[src/decade_counter_pkg.sv]
package decade_counter_pkg;

	////////////////////////////////////////////////////////////////////////////
	// Timing of the sampling clock
	localparam int REF_CLK_MHZ = 40; // Sampling clock rate
	localparam int REF_CLK_PERIOD_NS = 1000 / REF_CLK_MHZ; // 25 ns period
	localparam int SYNC_STAGES = 2; // Flip-flops before any pin is read

	////////////////////////////////////////////////////////////////////////////
	// Widths and field values
	localparam int COUNT_WIDTH = 4; // Whole counter width
	localparam int QUINT_WIDTH = 3; // Divide-by-five stage width
	localparam logic [3:0] COUNT_RESET = 4'h0; // Counter value after clear
	localparam logic [2:0] QUINT_LAST = 3'h4; // Last state of the upper cycle
	localparam logic [2:0] QUINT_FIRST = 3'h0; // First state of the upper cycle
	localparam logic [2:0] QUINT_STEP = 3'h1; // Upper stage increment
	localparam logic [1:0] QUINT_ESCAPE_MASK = 2'h3; // Keeps low bits of unused states

	////////////////////////////////////////////////////////////////////////////
	// Pin group as sampled from the board
	typedef struct packed {
		logic div2_clk; // First stage clock level
		logic div5_clk; // Second stage clock level
		logic clear_n; // Master clear, low active
		logic load_n; // Preset load, low active
		logic [3:0] preset; // Preset data
	} pin_in_type;

	localparam int PIN_WIDTH = $bits(pin_in_type); // Width of the pin group
	localparam logic [7:0] PIN_IDLE = 8'h30; // Clocks low, clear and load inactive

endpackage : decade_counter_pkg

[src/pin_sync.sv]
`timescale 1ns/1ps
module pin_sync
	import decade_counter_pkg::*;
#(
	parameter int WIDTH = PIN_WIDTH, // Bits carried
	parameter int STAGES = SYNC_STAGES, // Flip-flops in the chain
	parameter logic [WIDTH-1:0] IDLE = PIN_IDLE // Value held during reset
) (
	input wire logic ref_clk, // Sampling clock
	input wire logic rst, // Synchronous reset, high active
	input wire logic [WIDTH-1:0] async_in, // Pins from the board
	output logic [WIDTH-1:0] sync_out // Pins in the clock domain
);

	////////////////////////////////////////////////////////////////////////////
	// Refuse chains too short to settle metastability
	if (STAGES < 2) begin : g_bad_stages
		$error("pin_sync needs at least two stages");
	end

	logic [WIDTH-1:0] chain_q [STAGES]; // Synchroniser chain

	////////////////////////////////////////////////////////////////////////////
	// Shift the pins through the chain; only the next stage reads a stage
	always_ff @(posedge ref_clk) begin
		if (rst) begin
			for (int i = 0; i < STAGES; i++) chain_q[i] <= IDLE;
		end else begin
			chain_q[0] <= async_in;
			for (int i = 1; i < STAGES; i++) chain_q[i] <= chain_q[i-1];
		end
	end

	assign sync_out = chain_q[STAGES-1]; // Last stage is safe to read

endmodule : pin_sync

[src/decade_counter.sv]
`timescale 1ns/1ps
module decade_counter
	import decade_counter_pkg::*;
#(
	parameter int STAGES = SYNC_STAGES // Synchroniser depth for the pins
) (
	input wire logic ref_clk, // 40 MHz sampling clock
	input wire logic rst, // Synchronous reset, high active
	input wire logic div2_clock_in, // Divide-by-two stage clock pin
	input wire logic div5_clock_in, // Divide-by-five stage clock pin
	input wire logic clear_all_n, // Master clear pin, low active
	input wire logic preset_load_n, // Preset load pin, low active
	input wire logic [3:0] preset_value_in, // Preset data pins
	output logic [3:0] count_out, // Counter value
	output logic count_out_lsb, // Lowest bit, divide-by-two stage
	output logic count_out_msb // Highest bit of the divide-by-five stage
);

	////////////////////////////////////////////////////////////////////////////
	// Refuse a width that the stage split cannot serve
	if (COUNT_WIDTH != QUINT_WIDTH + 1) begin : g_bad_width
		$error("counter must be one bit plus the five-state stage");
	end

	////////////////////////////////////////////////////////////////////////////
	// Declarations
	pin_in_type pins_raw; // Pin group before synchronising
	pin_in_type pins_s; // Pin group in the clock domain
	logic div2_prev_q; // Last level of the first clock
	logic div5_prev_q; // Last level of the second clock
	logic lsb_q; // Divide-by-two flip-flop
	logic lsb_d; // Its next value
	logic [2:0] quint_q; // Divide-by-five flip-flops
	logic [2:0] quint_d; // Their next value
	logic div2_fall; // Falling edge on the first clock
	logic div5_fall; // Falling edge on the second clock
	logic clearing; // Clear is active
	logic loading; // Load is active and clear is not
	logic counting; // Neither clear nor load
	logic quint_wrap; // Upper stage at its last state
	logic quint_unused; // Upper stage in a state above four
	logic [2:0] quint_step; // Normal next upper state
	logic [2:0] quint_escape; // Next state out of an unused one

	////////////////////////////////////////////////////////////////////////////
	// Bring every pin into the clock domain
	assign pins_raw = '{
		div2_clk: div2_clock_in,
		div5_clk: div5_clock_in,
		clear_n: clear_all_n,
		load_n: preset_load_n,
		preset: preset_value_in
	};

	pin_sync #(
		.WIDTH(PIN_WIDTH),
		.STAGES(STAGES),
		.IDLE(PIN_IDLE)
	) u_pin_sync (
		.ref_clk(ref_clk),
		.rst(rst),
		.async_in(pins_raw),
		.sync_out(pins_s)
	);

	////////////////////////////////////////////////////////////////////////////
	// Remember the clock levels to find edges
	always_ff @(posedge ref_clk) begin
		if (rst) begin
			div2_prev_q <= 1'b0;
			div5_prev_q <= 1'b0;
		end else begin
			div2_prev_q <= pins_s.div2_clk;
			div5_prev_q <= pins_s.div5_clk;
		end
	end

	// Only high-to-low transitions count; rising ones are dropped
	assign div2_fall = div2_prev_q & ~pins_s.div2_clk;
	assign div5_fall = div5_prev_q & ~pins_s.div5_clk;

	////////////////////////////////////////////////////////////////////////////
	// Mode priority: clear, then load, then counting
	// Clear and load act on the synchronised levels, so they take hold three
	// cycles after the pin moves; a pin pulse shorter than one cycle
	// may be lost, which the board must keep in mind
	assign clearing = ~pins_s.clear_n;
	assign loading = pins_s.clear_n & ~pins_s.load_n;
	assign counting = pins_s.clear_n & pins_s.load_n;

	////////////////////////////////////////////////////////////////////////////
	// Upper stage sequence: 0..4 then back to 0
	assign quint_wrap = (quint_q == QUINT_LAST);
	assign quint_unused = (quint_q > QUINT_LAST);
	assign quint_step = quint_q + QUINT_STEP;
	// Unused 5,6,7 drop to 1,2,3, inside the cycle after one edge
	assign quint_escape = {1'b0, quint_q[1:0] & QUINT_ESCAPE_MASK};

	////////////////////////////////////////////////////////////////////////////
	// Next value of the divide-by-two stage, its own clock only
	always_comb begin
		lsb_d = lsb_q;
		if (clearing) begin
			lsb_d = COUNT_RESET[0];
		end else if (loading) begin
			lsb_d = pins_s.preset[0];
		end else if (div2_fall) begin
			lsb_d = ~lsb_q;
		end
	end

	////////////////////////////////////////////////////////////////////////////
	// Next value of the divide-by-five stage, its own clock only
	always_comb begin
		quint_d = quint_q;
		if (clearing) begin
			quint_d = COUNT_RESET[3:1];
		end else if (loading) begin
			quint_d = pins_s.preset[3:1];
		end else if (div5_fall) begin
			if (quint_wrap) begin
				quint_d = QUINT_FIRST;
			end else if (quint_unused) begin
				quint_d = quint_escape;
			end else begin
				quint_d = quint_step;
			end
		end
	end

	////////////////////////////////////////////////////////////////////////////
	// Stage flip-flops; each stage is updated by its own edge alone, so a
	// chained arrangement ripples through the pins one stage at a time
	always_ff @(posedge ref_clk) begin
		if (rst) begin
			lsb_q <= COUNT_RESET[0];
			quint_q <= COUNT_RESET[3:1];
		end else begin
			lsb_q <= lsb_d;
			quint_q <= quint_d;
		end
	end

	// Outputs come straight from the stage flip-flops
	assign count_out = {quint_q, lsb_q};
	assign count_out_lsb = lsb_q;
	assign count_out_msb = quint_q[2];

	////////////////////////////////////////////////////////////////////////////
	// Helper for load checks
	logic [3:0] preset_prev_q; // Preset seen one cycle back
	logic load_prev_q; // Load activity one cycle back

	// Track load and preset for the hold check
	always_ff @(posedge ref_clk) begin
		if (rst) begin
			preset_prev_q <= COUNT_RESET;
			load_prev_q <= 1'b0;
		end else begin
			preset_prev_q <= pins_s.preset;
			load_prev_q <= loading;
		end
	end
endmodule : decade_counter

[config.mk]
export PLATFORM = sky130hd
export DESIGN_NAME = decade_counter
export DESIGN_NICKNAME = d
export VERILOG_FILES = /design/src/decade_counter_pkg.sv /design/src/pin_sync.sv /design/src/decade_counter.sv
export SDC_FILE = /design/constraint.sdc
export NUM_CORES = 1
export LEC_CHECK = 0
export ABC_AREA = 0
export ABC_CLOCK_PERIOD_IN_PS = 3300
export BUFFER_PORTS_ARGS = -buffer_cell sky130_fd_sc_hd__clkbuf_2
export CAP_MARGIN = 15
export CORE_ASPECT_RATIO = 0.75
export CORE_MARGIN = 2
export CORE_UTILIZATION = 30
export DETAILED_ROUTE_END_ITERATION = 10
export PLACE_DENSITY = 0.51
export SYNTH_ARGS = -nofsm -noshare
export SYNTH_HDL_FRONTEND = slang
export SYNTH_SLANG_ARGS = --single-unit
[constraint.sdc]
create_clock -name ref_clk -period 3.3 [get_ports ref_clk]
set_input_delay 0.495 -clock ref_clk [delete_from_list [all_inputs] [get_ports ref_clk]]
set_output_delay 0.495 -clock ref_clk [all_outputs]
set_load 0.005 [all_outputs]
==> out/summary.json, run 1 <==
{
  "effective_utilization_at_floorplan": {"value": 0.322},
  "worst-r2r-cell-count": {"value": 4},
  "finClkSkew": {"value": 3.01, "unit": "ps"},
  "final.setup.tns": {"value": 0, "unit": "ps"},
  "rsz_0062_raised_after_global_routing": {"value": "false"},
  "fillers": {"value": 256},
  "routed-via-count": {"value": 433},
  "post-cts-setup-buffers": {"value": 0},
  "synth_async_sr_flop_share": {"value": 0},
  "totalWireLength": {"value": 1010, "unit": "µm"},
  "worst_pin_slew": {"value": 355, "unit": "ps"},
  "layout_cell_share_with_drive_strength_beyond_1": {"value": 0.298},
  "r2r_end": {"value": "quint_q[1]"},
  "synth.ff_latch_count": {"value": 22},
  "synth_unique_cells": {"value": 18},
  "layout.cell_area.non_filler": {"value": 901, "unit": "µm²"},
  "post_dp_cell_area": {"value": 848, "unit": "µm²"},
  "clk_transition_reported_paths": {"value": 120, "unit": "ps"},
  "antenna_cell_count": {"value": 0},
  "synthTopCellsByCount": {"value": "dfxtp_1 (22), nor2b_1 (17), a211oi_1 (4), or2_2 (4)"},
  "grt_pass1_wl": {"value": 1600, "unit": "µm"},
  "grt.total_usage": {"value": 0.0803},
  "clock-root-buffer": {"value": "clkbuf_4"},
  "synth_largest_type_area_fraction": {"value": 0.588},
  "hold_path.startpoint": {"value": "preset_load_n"},
  "timing.hold.worst_path_depth": {"value": 2},
  "total_leakage_power": {"value": 0.380, "unit": "nW"},
  "timing.max_cap.violations": {"value": 0},
  "ys_dominant_reg_cell": {"value": "dfxtp_1"},
  "slowest_stage": {"value": "dfxtp_1"},
  "hold_buffers": {"value": 0},
  "tritoncts.num_buffers": {"value": 3},
  "cts_resizes": {"value": 0},
  "relSlewSlack": {"value": 0.763},
  "worst_r2r_startpoint": {"value": "quint_q[0]"},
  "via_per_inst": {"value": 3.67},
  "yosysTopAreaCell": {"value": "dfxtp_1"},
  "drc_violations_left": {"value": 0},
  "synthCells": {"value": 68},
  "worst_path_dominant_cell_family": {"value": "flip-flops"},
  "grt-ovfl-total": {"value": 0},
  "crit_path_end_kind": {"value": "flop"},
  "finalSetupViolations": {"value": 0},
  "critical_path.n_buffers_inverters": {"value": 1},
  "max-vdd-ir-drop": {"value": 0.229, "unit": "mV"},
  "max_freq": {"value": 707, "unit": "MHz"},
  "final_net_count": {"value": 97},
  "run_status": {"value": "finished, final reports clean"},
  "worst-path-max-fanout": {"value": 5},
  "drt_pass_1_iters": {"value": 2},
  "cts.htree.levels": {"value": 1},
  "required": {"value": 3520, "unit": "ps"},
  "share_of_the_yosys_chip_area_belonging_to_registers": {"value": 0.588},
  "chipHeight": {"value": 47.3, "unit": "µm"},
  "cell_area_synth": {"value": 749, "unit": "µm²"},
  "timing.critical_path.slowest_cell_delay": {"value": 420, "unit": "ps"},
  "worst-r2r-setup-slack": {"value": 1890, "unit": "ps"},
  "synth.avg_cell_area": {"value": 11.0, "unit": "µm²"},
  "post_drt_wl_per_cell": {"value": 8.59, "unit": "µm"},
  "layout_worst_path_cycle_share": {"value": 0.429},
  "grt_max_degree": {"value": 20},
  "timing.critical_path.from": {"value": "quint_q[0]"},
  "yosys-top-cells-area": {"value": "dfxtp_1 (59%), nor2b_1 (14%), a211oi_1 (4.0%)"},
  "final-max-slew-violation-count": {"value": 0},
  "clock_path_buffers": {"value": 2},
  "mappedNetlistNets": {"value": 80},
  "drt.antenna.violating_nets": {"value": 0},
  "rows": {"value": 15},
  "report.final.hold_viol_count": {"value": 0},
  "clock_insertion_delay_worst_skew": {"value": 300, "unit": "ps"},
  "worst_hold_path_type": {"value": "primary input to flop"},
  "critical_path.cell_chain": {"value": "inv_1, ha_1, or3b_1, a311oi_1"},
  "fin_crit": {"value": 1410, "unit": "ps"},
  "fp.dieW": {"value": 61.7, "unit": "µm"},
  "worst-setup-path-type": {"value": "flop to flop"},
  "synth_warnings": {"value": 0},
  "power_per_cell_area": {"value": 575, "unit": "nW/µm²"},
  "floorplan.core_area": {"value": 2330, "unit": "µm²"},
  "worstSetupStartpointType": {"value": "flop"},
  "drt_first_iter_violations": {"value": 21},
  "most_used_standard_cell_by_instance_count_after_synthesis": {"value": "dfxtp_1"},
  "number_of_global_route_vias_before_repair": {"value": 347},
  "place_hpwl": {"value": 719, "unit": "µm"},
  "clock_sinks": {"value": 22},
  "number_of_input_and_output_port_buffers_inserted": {"value": 15},
  "min_to": {"value": "u_pin_sync.chain_q[0][4]"},
  "floorplan.io_pins": {"value": 16},
  "synth-edff-count": {"value": 0},
  "place_congestion": {"value": 0.651},
  "area_delta_synth_final": {"value": 20.2, "unit": "%"},
  "grt_antenna_before_repair": {"value": 0},
  "clock_tree_from_tritoncts": {"value": "yes"},
  "fp.dieArea": {"value": 2920, "unit": "µm²"},
  "worstPathArrival": {"value": 1630, "unit": "ps"}
}
## how the worst max path moves through the flow
stage	end	slack (ps)	cells past startpoint
global placement	quint_q[1]	1960	4
detailed placement	quint_q[1]	1880	4
floorplan	quint_q[1]	1970	4
CTS	quint_q[1]	1870	4
global route	quint_q[1]	1730	4
finish	quint_q[1]	1890	4
## cell families after synthesis
logic type,Yosys count,synth area share
adders and majority gates,2,0.0334
DFF,22,0.588
buffers and inverters,5,0.0351
AOI/OAI and AO/OA,7,0.0751
muxes,1,0.0134
xor gates and xnor gates,1,0.0117
and+or+nand+nor,30,0.244
## cell usage in the layout, fill, tap and decap left out
master      n
a211oi_1    4
a21o_2      1
a311oi_1    2
bufinv_16   1
clkbuf_2   15
clkbuf_4    3
dfxtp_1    22
ha_1        2
inv_1       2
mux2i_1     1
nand2_1     2
nand2b_1    2
nor2_1      2
nor2b_1    17
nor2b_2     1
or2_2       4
or3_1       1
or3b_1      1
xnor2_1     1
## per-stage QoR
stage / power, W / worst slack [ps] / cells / hold slack (ps) / util
after floorplan: 0.000311 / 1970 / 68 / 389 / -
after global placement: 0.000323 / 1960 / 114 / 397 / 0.365
after detailed placement: 0.000324 / 1880 / 114 / 398 / 0.365
after CTS: 0.000524 / 1870 / 118 / 350 / 0.387
after global routing: 0.000541 / 1730 / 118 / 339 / 0.387
final: 0.000518 / 1890 / 118 / 359 / 0.387
## report_power, final
| group | total (W) | internal [W] | switching [W] |
|---|---|---|---|
| Sequential | 0.000284 | 0.000278 | 0.00000602 |
| Clock | 0.000201 | 0.000123 | 0.0000783 |
| Combinational | 0.0000326 | 0.0000190 | 0.0000136 |
## cell type report
type	count	area [µm²]	share of cell area
well taps	34	42.5	0.0472
clock inverters	1	30.0	0.0333
inverters	2	7.51	0.00833
clock buffers	3	22.5	0.0250
flip-flops and latches	22	440	0.489
repair buffers	15	75.1	0.0833
multi-input cells	41	283	0.314
## registers in the layout (all words and copies together), names as in the netlist
signal / count
u_pin_sync.chain_q: 16
div2_prev_q: 1
div5_prev_q: 1
quint_q: 3
count_out_lsb: 1
## metal layers
metal  vias up  part of all wire  GRT usage
li1        251                 -          -
met1       167              0.52      0.103
met2        15              0.39      0.105
met3         0             0.092     0.0579
met4         0                 0     0.0255
met5         -                 0          0
Power figures use the tool's default switching activity.
==> inputs of run 2 (changes only) <==
--- a/config.mk
+++ b/config.mk
@@ -6,7 +6,7 @@
 export NUM_CORES = 1
 export LEC_CHECK = 0
 export ABC_AREA = 0
-export ABC_CLOCK_PERIOD_IN_PS = 3300
+export ABC_CLOCK_PERIOD_IN_PS = 1330
 export BUFFER_PORTS_ARGS = -buffer_cell sky130_fd_sc_hd__clkbuf_2
 export CAP_MARGIN = 15
 export CORE_ASPECT_RATIO = 0.75
==> constraint.sdc (replaced) <==
create_clock -name ref_clk -period 1.33 [get_ports ref_clk]
set_input_delay 0.1995 -clock ref_clk [delete_from_list [all_inputs] [get_ports ref_clk]]
set_output_delay 0.1995 -clock ref_clk [all_outputs]
set_load 0.005 [all_outputs]
==> out/summary.json, run 2 (synthesis results as in run 1) <==
{
  "whs": {"value": 78.7, "unit": "ps", "change": "-281 ps"},
  "critical_path.cell_chain": {"value": "inv_1, ha_1, or3b_4, a311oi_2"},
  "drc_violations_left": {"value": 0, "change": "unchanged"},
  "cts.htree.levels": {"value": 1, "change": "unchanged"},
  "report.final.hold_viol_count": {"value": 0, "change": "unchanged"},
  "final-max-slew-violation-count": {"value": 0, "change": "unchanged"},
  "area_delta_synth_final": {"value": 22.5, "unit": "%"},
  "final_net_count": {"value": 99, "change": "+2.1%"},
  "worst-r2r-setup-slack": {"value": 60, "unit": "ps", "change": "-1830 ps"},
  "totalWireLength": {"value": 952, "unit": "µm", "change": "-6.1%"},
  "place_hpwl": {"value": 683, "unit": "µm", "change": "-5.1%"},
  "number_of_global_route_vias_before_repair": {"value": 356, "change": "+2.6%"},
  "antenna_cell_count": {"value": 0, "change": "unchanged"},
  "p_total": {"value": 0.00115, "unit": "W", "change": "+120%"},
  "clk_transition_reported_paths": {"value": 110, "unit": "ps", "change": "about the same"},
  "post_drt_wl_per_cell": {"value": 7.93, "unit": "µm", "change": "-7.7%"},
  "finClkSkew": {"value": 3.64, "unit": "ps", "change": "+0.633 ps"},
  "worst_hold_path_type": {"value": "primary input to flop"},
  "r2r_end": {"value": "quint_q[1]"},
  "grt_max_degree": {"value": 20, "change": "unchanged"},
  "layout.cells.most_common": {"value": "dfxtp_1"},
  "layout_cell_share_with_drive_strength_beyond_1": {"value": 0.372, "change": "+0.0745"},
  "critical_path.n_buffers_inverters": {"value": 1, "change": "unchanged"},
  "finalSetupViolations": {"value": 0, "change": "unchanged"},
  "worst_path_dominant_cell_family": {"value": "simple AND/OR/NAND/NOR gates"},
  "layout_worst_path_cycle_share": {"value": 0.957, "change": "+0.528"},
  "worstSetupStartpointType": {"value": "flop"},
  "worst-r2r-cell-count": {"value": 4, "change": "unchanged"},
  "rows": {"value": 15, "change": "unchanged"},
  "fp.dieW": {"value": 61.7, "unit": "µm", "change": "unchanged"},
  "via_per_inst": {"value": 3.64, "change": "-0.76%"},
  "power_per_cell_area": {"value": 1250, "unit": "nW/µm²", "change": "+120%"},
  "clock_path_buffers": {"value": 2, "change": "unchanged"},
  "tritoncts.num_buffers": {"value": 3, "change": "unchanged"},
  "hold_path.startpoint": {"value": "clear_all_n"},
  "timing.critical_path.from": {"value": "quint_q[0]"},
  "largest-register": {"value": "u_pin_sync.chain_q"},
  "drt_first_iter_violations": {"value": 11, "change": "-48%"},
  "slowest_stage": {"value": "or3b_4"},
  "clock_tree_from_tritoncts": {"value": "yes"},
  "effective_utilization_at_floorplan": {"value": 0.322, "change": "unchanged"},
  "crit_path_end_kind": {"value": "flop"},
  "timing.hold.worst_path_depth": {"value": 2, "change": "unchanged"},
  "grt_antenna_before_repair": {"value": 0, "change": "unchanged"},
  "worst-path-max-fanout": {"value": 2, "change": "-3"},
  "drt_pass_1_iters": {"value": 2, "change": "unchanged"},
  "floorplan.core_area": {"value": 2330, "unit": "µm²", "change": "unchanged"},
  "fin_crit": {"value": 1270, "unit": "ps", "change": "-142 ps"},
  "max-vdd-ir-drop": {"value": 0.458, "unit": "mV", "change": "+100%"},
  "timing.max_cap.violations": {"value": 0, "change": "unchanged"},
  "number_of_input_and_output_port_buffers_inserted": {"value": 15, "change": "unchanged"},
  "run_status": {"value": "finished, final reports clean"},
  "grt_pass1_wl": {"value": 1550, "unit": "µm", "change": "-3.4%"},
  "max_freq": {"value": 786, "unit": "MHz", "change": "+11%"},
  "clock_sinks": {"value": 22, "change": "unchanged"},
  "floorplan.io_pins": {"value": 16, "change": "unchanged"},
  "place_congestion": {"value": 0.614, "change": "-5.5%"},
  "clock-root-buffer": {"value": "clkbuf_4"},
  "worstPathArrival": {"value": 1480, "unit": "ps", "change": "-150 ps"},
  "relSlewSlack": {"value": 0.785, "change": "+0.0224"},
  "worst_pin_slew": {"value": 322, "unit": "ps", "change": "-33.5 ps"},
  "layout.cell_area.non_filler": {"value": 918, "unit": "µm²", "change": "+1.9%"},
  "min_to": {"value": "u_pin_sync.chain_q[0][5]"},
  "grt.total_usage": {"value": 0.0762, "change": "-0.00413"},
  "largest_register_ffs": {"value": 16, "change": "unchanged"},
  "required": {"value": 1540, "unit": "ps", "change": "-1980 ps"},
  "hold_buffers": {"value": 0, "change": "unchanged"},
  "chipHeight": {"value": 47.3, "unit": "µm", "change": "unchanged"},
  "clock_insertion_delay_worst_skew": {"value": 290, "unit": "ps", "change": "about the same"},
  "worst_r2r_startpoint": {"value": "quint_q[0]"},
  "routed-via-count": {"value": 437, "change": "+0.92%"},
  "reg_top3": {"value": "u_pin_sync.chain_q: 16 flops, quint_q: 3 flops"},
  "worst-setup-path-type": {"value": "flop to flop"},
  "post_dp_cell_area": {"value": 863, "unit": "µm²", "change": "+1.8%"},
  "fp.dieArea": {"value": 2920, "unit": "µm²", "change": "unchanged"},
  "timing.critical_path.slowest_cell_delay": {"value": 360, "unit": "ps", "change": "-60 ps"},
  "most_frequent_cells_in_the_layout": {"value": "dfxtp_1 (20), nor2b_1 (17), clkbuf_2 (15)"},
  "total_leakage_power": {"value": 0.396, "unit": "nW", "change": "+4.1%"},
  "grt-ovfl-total": {"value": 0, "change": "unchanged"},
  "post-cts-setup-buffers": {"value": 0, "change": "unchanged"},
  "drt.antenna.violating_nets": {"value": 0, "change": "unchanged"}
}
[run 2: cell types whose count changed in the layout (fill, tap and decap cells not counted), sizes merged]
cell	before	now
buf	0	2
clkbuf	18	19
bufinv	1	0
[run 2: worst register-to-register path: stages, from the launching register on]
cell and delay (ps):
dfxtp_2 340, inv_1 40, ha_1 260, or3b_4 360
a311oi_2 190
[run 2: final cells by class]
cell class / count / area (µm²)
inverters: 2 / 7.51
clock buffers: 4 / 36.3
flip-flops and latches: 22 / 443
fillers: 253 / 1410
well taps: 34 / 42.5
repair buffers: 17 / 90.1
multi-input cells: 41 / 299
[run 2: worst max-delay path by stage]
stage	endpoint	slack (ps)	cells past startpoint
global placement	quint_q[1]	70	4
floorplan	quint_q[1]	2	4
CTS	quint_q[1]	2	4
global route	quint_q[1]	-10	4
finish	quint_q[1]	60	4
detailed placement	quint_q[1]	30	4
[run 2: where the power goes]
group	internal (W)	switching, W	leakage (nW)
logic	0.0000582	0.0000380	0.193
clock network	0.000167	0.000180	0.0210
registers	0.000690	0.0000131	0.182
[run 2: metrics by stage]
stage               TNS, ps  cells   util  worst slack, ps
floorplan                 0     68      -             2.08
global placement          0    116  0.371             69.5
finish                    0    120  0.395             57.8
CTS                       0    120  0.387             2.10
global route          -10.2    120  0.395            -10.2
detailed placement        0    116  0.371             27.2
[run 2: layer usage]
metal / vias to the layer above / share of wire / global-route usage
li1: 257 / - / -
met1: 166 / 0.56 / 0.108
met2: 12 / 0.35 / 0.0905
met3: 2 / 0.072 / 0.0248
met4: 0 / 0.015 / 0.0638
met5: - / 0 / 0
[run 2: repair_timing]
item	4_1_cts	5_1_grt
endpoints found under the setup margin	1	2
resized for setup	1	4
pin swaps	0	1
==> inputs of run 3 (changes only) <==
--- a/config.mk
+++ b/config.mk
@@ -5,15 +5,17 @@
 export SDC_FILE = /design/constraint.sdc
 export NUM_CORES = 1
 export LEC_CHECK = 0
-export ABC_AREA = 0
+export ABC_AREA = 1
 export ABC_CLOCK_PERIOD_IN_PS = 1330
 export BUFFER_PORTS_ARGS = -buffer_cell sky130_fd_sc_hd__clkbuf_2
 export CAP_MARGIN = 15
 export CORE_ASPECT_RATIO = 0.75
 export CORE_MARGIN = 2
 export CORE_UTILIZATION = 30
+export CTS_BUF_LIST = sky130_fd_sc_hd__clkbuf_16
 export DETAILED_ROUTE_END_ITERATION = 10
 export PLACE_DENSITY = 0.51
+export SKIP_CTS_REPAIR_TIMING = 1
 export SYNTH_ARGS = -nofsm -noshare
 export SYNTH_HDL_FRONTEND = slang
 export SYNTH_SLANG_ARGS = --single-unit
==> out/summary.json, run 3 <==
{
  "worst-path-max-fanout": {"value": 5, "change": "+3"},
  "fp.dieArea": {"value": 3100, "unit": "µm²", "change": "+6.2%"},
  "final_net_count": {"value": 125, "change": "+26%"},
  "critical_path.n_buffers_inverters": {"value": 2, "change": "+1"},
  "fillers": {"value": 297, "change": "+17%"},
  "place_inst": {"value": 144, "change": "+24%"},
  "grt_antenna_before_repair": {"value": 0, "change": "unchanged"},
  "effective_utilization_at_floorplan": {"value": 0.312, "change": "-0.0100"},
  "chipHeight": {"value": 48.7, "unit": "µm", "change": "+3.0%"},
  "grt_pass1_wl": {"value": 2040, "unit": "µm", "change": "+32%"},
  "largest-register": {"value": "u_pin_sync.chain_q"},
  "layout_cell_share_with_drive_strength_beyond_1": {"value": 0.223, "change": "-0.149"},
  "final.setup.tns": {"value": 0, "unit": "ps", "change": "unchanged"},
  "power_per_cell_area": {"value": 1630, "unit": "nW/µm²", "change": "+30%"},
  "area.sequential": {"value": 440, "unit": "µm²", "change": "-0.57%"},
  "routed-via-count": {"value": 560, "change": "+28%"},
  "rows": {"value": 16, "change": "+1"},
  "fp.dieW": {"value": 63.6, "unit": "µm", "change": "+3.1%"},
  "worst_hold_path_type": {"value": "primary input to flop"},
  "whs": {"value": 120, "unit": "ps", "change": "+41.0 ps"},
  "post_drt_wl_per_cell": {"value": 7.68, "unit": "µm", "change": "-3.2%"},
  "place_ws": {"value": 188, "unit": "ps", "change": "+161 ps"},
  "wl_met2": {"value": 457, "unit": "µm", "change": "+36%"},
  "layout_worst_path_cycle_share": {"value": 0.866, "change": "-0.0908"},
  "cts.htree.levels": {"value": 1, "change": "unchanged"},
  "yosys-top-cells-area": {"value": "dfxtp_1 (55%), inv_1 (9.9%), nor2_1 (8.5%)"},
  "required": {"value": 1480, "unit": "ps", "change": "-60 ps"},
  "grt_max_degree": {"value": 20, "change": "unchanged"},
  "drt_first_iter_violations": {"value": 33, "change": "+22"},
  "run_status": {"value": "finished, final reports clean"},
  "layout.cells.most_common": {"value": "dfxtp_1"},
  "final_critical_path_setup_slack": {"value": 179, "unit": "ps", "change": "+121 ps"},
  "synth-edff-count": {"value": 0, "change": "unchanged"},
  "clock-root-buffer": {"value": "clkbuf_16"},
  "max_freq": {"value": 869, "unit": "MHz", "change": "+10%"},
  "drc_violations_left": {"value": 0, "change": "unchanged"},
  "worstSetupStartpointType": {"value": "flop"},
  "worst_path_dominant_cell_family": {"value": "flip-flops"},
  "most_used_standard_cell_by_instance_count_after_synthesis": {"value": "dfxtp_1"},
  "synth_warnings": {"value": 0, "change": "unchanged"},
  "tritoncts.num_buffers": {"value": 3, "change": "unchanged"},
  "synth_largest_type_area_fraction": {"value": 0.551, "change": "-0.0368"},
  "relSlewSlack": {"value": 0.753, "change": "-0.0325"},
  "mappedNetlistNets": {"value": 109, "change": "+36%"},
  "place_hpwl": {"value": 838, "unit": "µm", "change": "+23%"},
  "most_frequent_cells_in_the_layout": {"value": "dfxtp_1 (22), inv_1 (21), nor2_1 (18)"},
  "synth_async_sr_flop_share": {"value": 0, "change": "unchanged"},
  "top_signal_layer_used": {"value": "met4"},
  "worst-setup-path-type": {"value": "flop to flop"},
  "synth.avg_cell_area": {"value": 8.24, "unit": "µm²", "change": "-25%"},
  "synthTopCellsByCount": {"value": "dfxtp_1 (22), inv_1 (21), nor2_1 (18), nand2_1 (8), nand3_1 (6)"},
  "share_of_the_yosys_chip_area_belonging_to_registers": {"value": 0.551, "change": "-0.0368"},
  "floorplan.io_pins": {"value": 16, "change": "unchanged"},
  "worst-r2r-setup-slack": {"value": 180, "unit": "ps", "change": "+120 ps"},
  "antenna_cell_count": {"value": 0, "change": "unchanged"},
  "clock_path_buffers": {"value": 2, "change": "unchanged"},
  "via_per_inst": {"value": 3.78, "change": "+3.9%"},
  "number_of_global_route_vias_before_repair": {"value": 481, "change": "+35%"},
  "fin_crit": {"value": 1150, "unit": "ps", "change": "-121 ps"},
  "crit_path_end_kind": {"value": "flop"},
  "clock_sinks": {"value": 22, "change": "unchanged"},
  "rsz_0062_raised_after_global_routing": {"value": "false"},
  "grt.total_usage": {"value": 0.0929, "change": "+0.0167"},
  "ys_dominant_reg_cell": {"value": "dfxtp_1"},
  "worst_pin_slew": {"value": 371, "unit": "ps", "change": "+48.8 ps"},
  "floorplan.core_area": {"value": 2560, "unit": "µm²", "change": "+10%"},
  "finClkSkew": {"value": 0.866, "unit": "ps", "change": "-2.77 ps"},
  "routed_met3_length": {"value": 90, "unit": "µm", "change": "+30%"},
  "area_delta_synth_final": {"value": 24.7, "unit": "%"},
  "layout.cells.non_filler": {"value": 148, "change": "+23%"},
  "totalWireLength": {"value": 1140, "unit": "µm", "change": "+19%"},
  "critical_path.cell_chain": {"value": "inv_1, ha_1, inv_1, nand2_1, nand2_1, nand2_1, nand2_1, a21oi_2"},
  "met1Wirelength": {"value": 563, "unit": "µm", "change": "+5.6%"},
  "final-max-slew-violation-count": {"value": 0, "change": "unchanged"},
  "drt.antenna.violating_nets": {"value": 0, "change": "unchanged"},
  "synth.ff_latch_count": {"value": 22, "change": "unchanged"},
  "clock_insertion_delay_worst_skew": {"value": 250, "unit": "ps", "change": "-40 ps"},
  "finalSetupViolations": {"value": 0, "change": "unchanged"},
  "number_of_input_and_output_port_buffers_inserted": {"value": 15, "change": "unchanged"},
  "report.final.hold_viol_count": {"value": 0, "change": "unchanged"},
  "clk_transition_reported_paths": {"value": 60, "unit": "ps", "change": "-50 ps"},
  "timing.max_cap.violations": {"value": 0, "change": "unchanged"},
  "place_congestion": {"value": 0.729, "change": "+19%"},
  "total_leakage_power": {"value": 0.495, "unit": "nW", "change": "+25%"},
  "yosysTopAreaCell": {"value": "dfxtp_1"},
  "reg_top3": {"value": "u_pin_sync.chain_q: 16 flops, quint_q: 3 flops"},
  "slowest_stage": {"value": "dfxtp_1"},
  "path_common_cell": {"value": "nand2_1"},
  "synthCells": {"value": 97, "change": "+43%"},
  "multiInputGateArea": {"value": 245, "unit": "µm²", "change": "-18%"},
  "grt-ovfl-total": {"value": 0, "change": "unchanged"},
  "max-vdd-ir-drop": {"value": 0.640, "unit": "mV", "change": "+40%"},
  "clock_tree_from_tritoncts": {"value": "yes"},
  "synth_unique_cells": {"value": 18, "change": "unchanged"},
  "largest_register_ffs": {"value": 16, "change": "unchanged"},
  "timing.critical_path.slowest_cell_delay": {"value": 400, "unit": "ps", "change": "+40 ps"},
  "drt_pass_1_iters": {"value": 3, "change": "+1"},
  "cell_area_synth": {"value": 800, "unit": "µm²", "change": "+6.7%"},
  "worstPathArrival": {"value": 1300, "unit": "ps", "change": "-180 ps"}
}
==> run 3: metal layers <==
metal  up-vias  global-route usage
met3         4              0.0558
met2        14               0.121
met1       232               0.111
met5         -                   0
met4         0              0.0652
li1        310                   -
==> run 3: cell type report <==
class,instances,area share
flip-flops and latches,22,0.442
multi-input cells,48,0.246
inverters,23,0.0866
clock buffers,3,0.0753
repair buffers,15,0.0753
well taps,36,0.0452
clock inverters,1,0.0301
==> run 3: final timing paths <==
| check | cells after the start | startpoint | endpoint |
|---|---|---|---|
| max | 8 | quint_q[0] | quint_q[0] |
| min reg2reg | 1 | u_pin_sync.chain_q[0][4] | u_pin_sync.chain_q[0][12] |
| min | 2 | clear_all_n | u_pin_sync.chain_q[0][5] |
| max reg2reg | 8 | quint_q[0] | quint_q[0] |
==> run 3: logic make-up (layout without fill, tap and decap cells) <==
kind of cell / count (synthesis) / after routing / share of synthesized area
adder cells (fa/ha/maj): 2 / 2 / 0.0313
AO/OA/AOI/OAI: 6 / 6 / 0.0438
XOR/XNOR: 1 / 1 / 0.0110
buffers and inverters: 27 / 42 / 0.142
AND/OR/NAND/NOR: 39 / 39 / 0.221
flip-flops: 22 / 22 / 0.551
==> run 3: worst register-to-register path, delay by kind of cell (launching register included) <==
kind / cells / cell delay, ps
AO/OA/AOI/OAI: 1 / 50
adder cells (fa/ha/maj): 1 / 190
buffers and inverters: 2 / 120
flip-flops: 1 / 400
AND/OR/NAND/NOR: 4 / 300
==> run 3: power breakdown <==
group          leakage, nW  internal, W  switching, W   total, W
clock               0.0511     0.000597      0.000227   0.000824
sequential           0.181     0.000690     0.0000149   0.000705
combinational        0.263    0.0000434     0.0000508  0.0000942
total                0.495      0.00133      0.000292    0.00162
==> run 3: metrics by stage <==
step                utilization  area (µm²)  total power, W
finish                    0.389         997         0.00162
global route              0.389         997         0.00170
CTS                       0.389         997         0.00165
detailed placement        0.348         892        0.000817
global placement          0.348         892        0.000813
floorplan                     -         800        0.000788
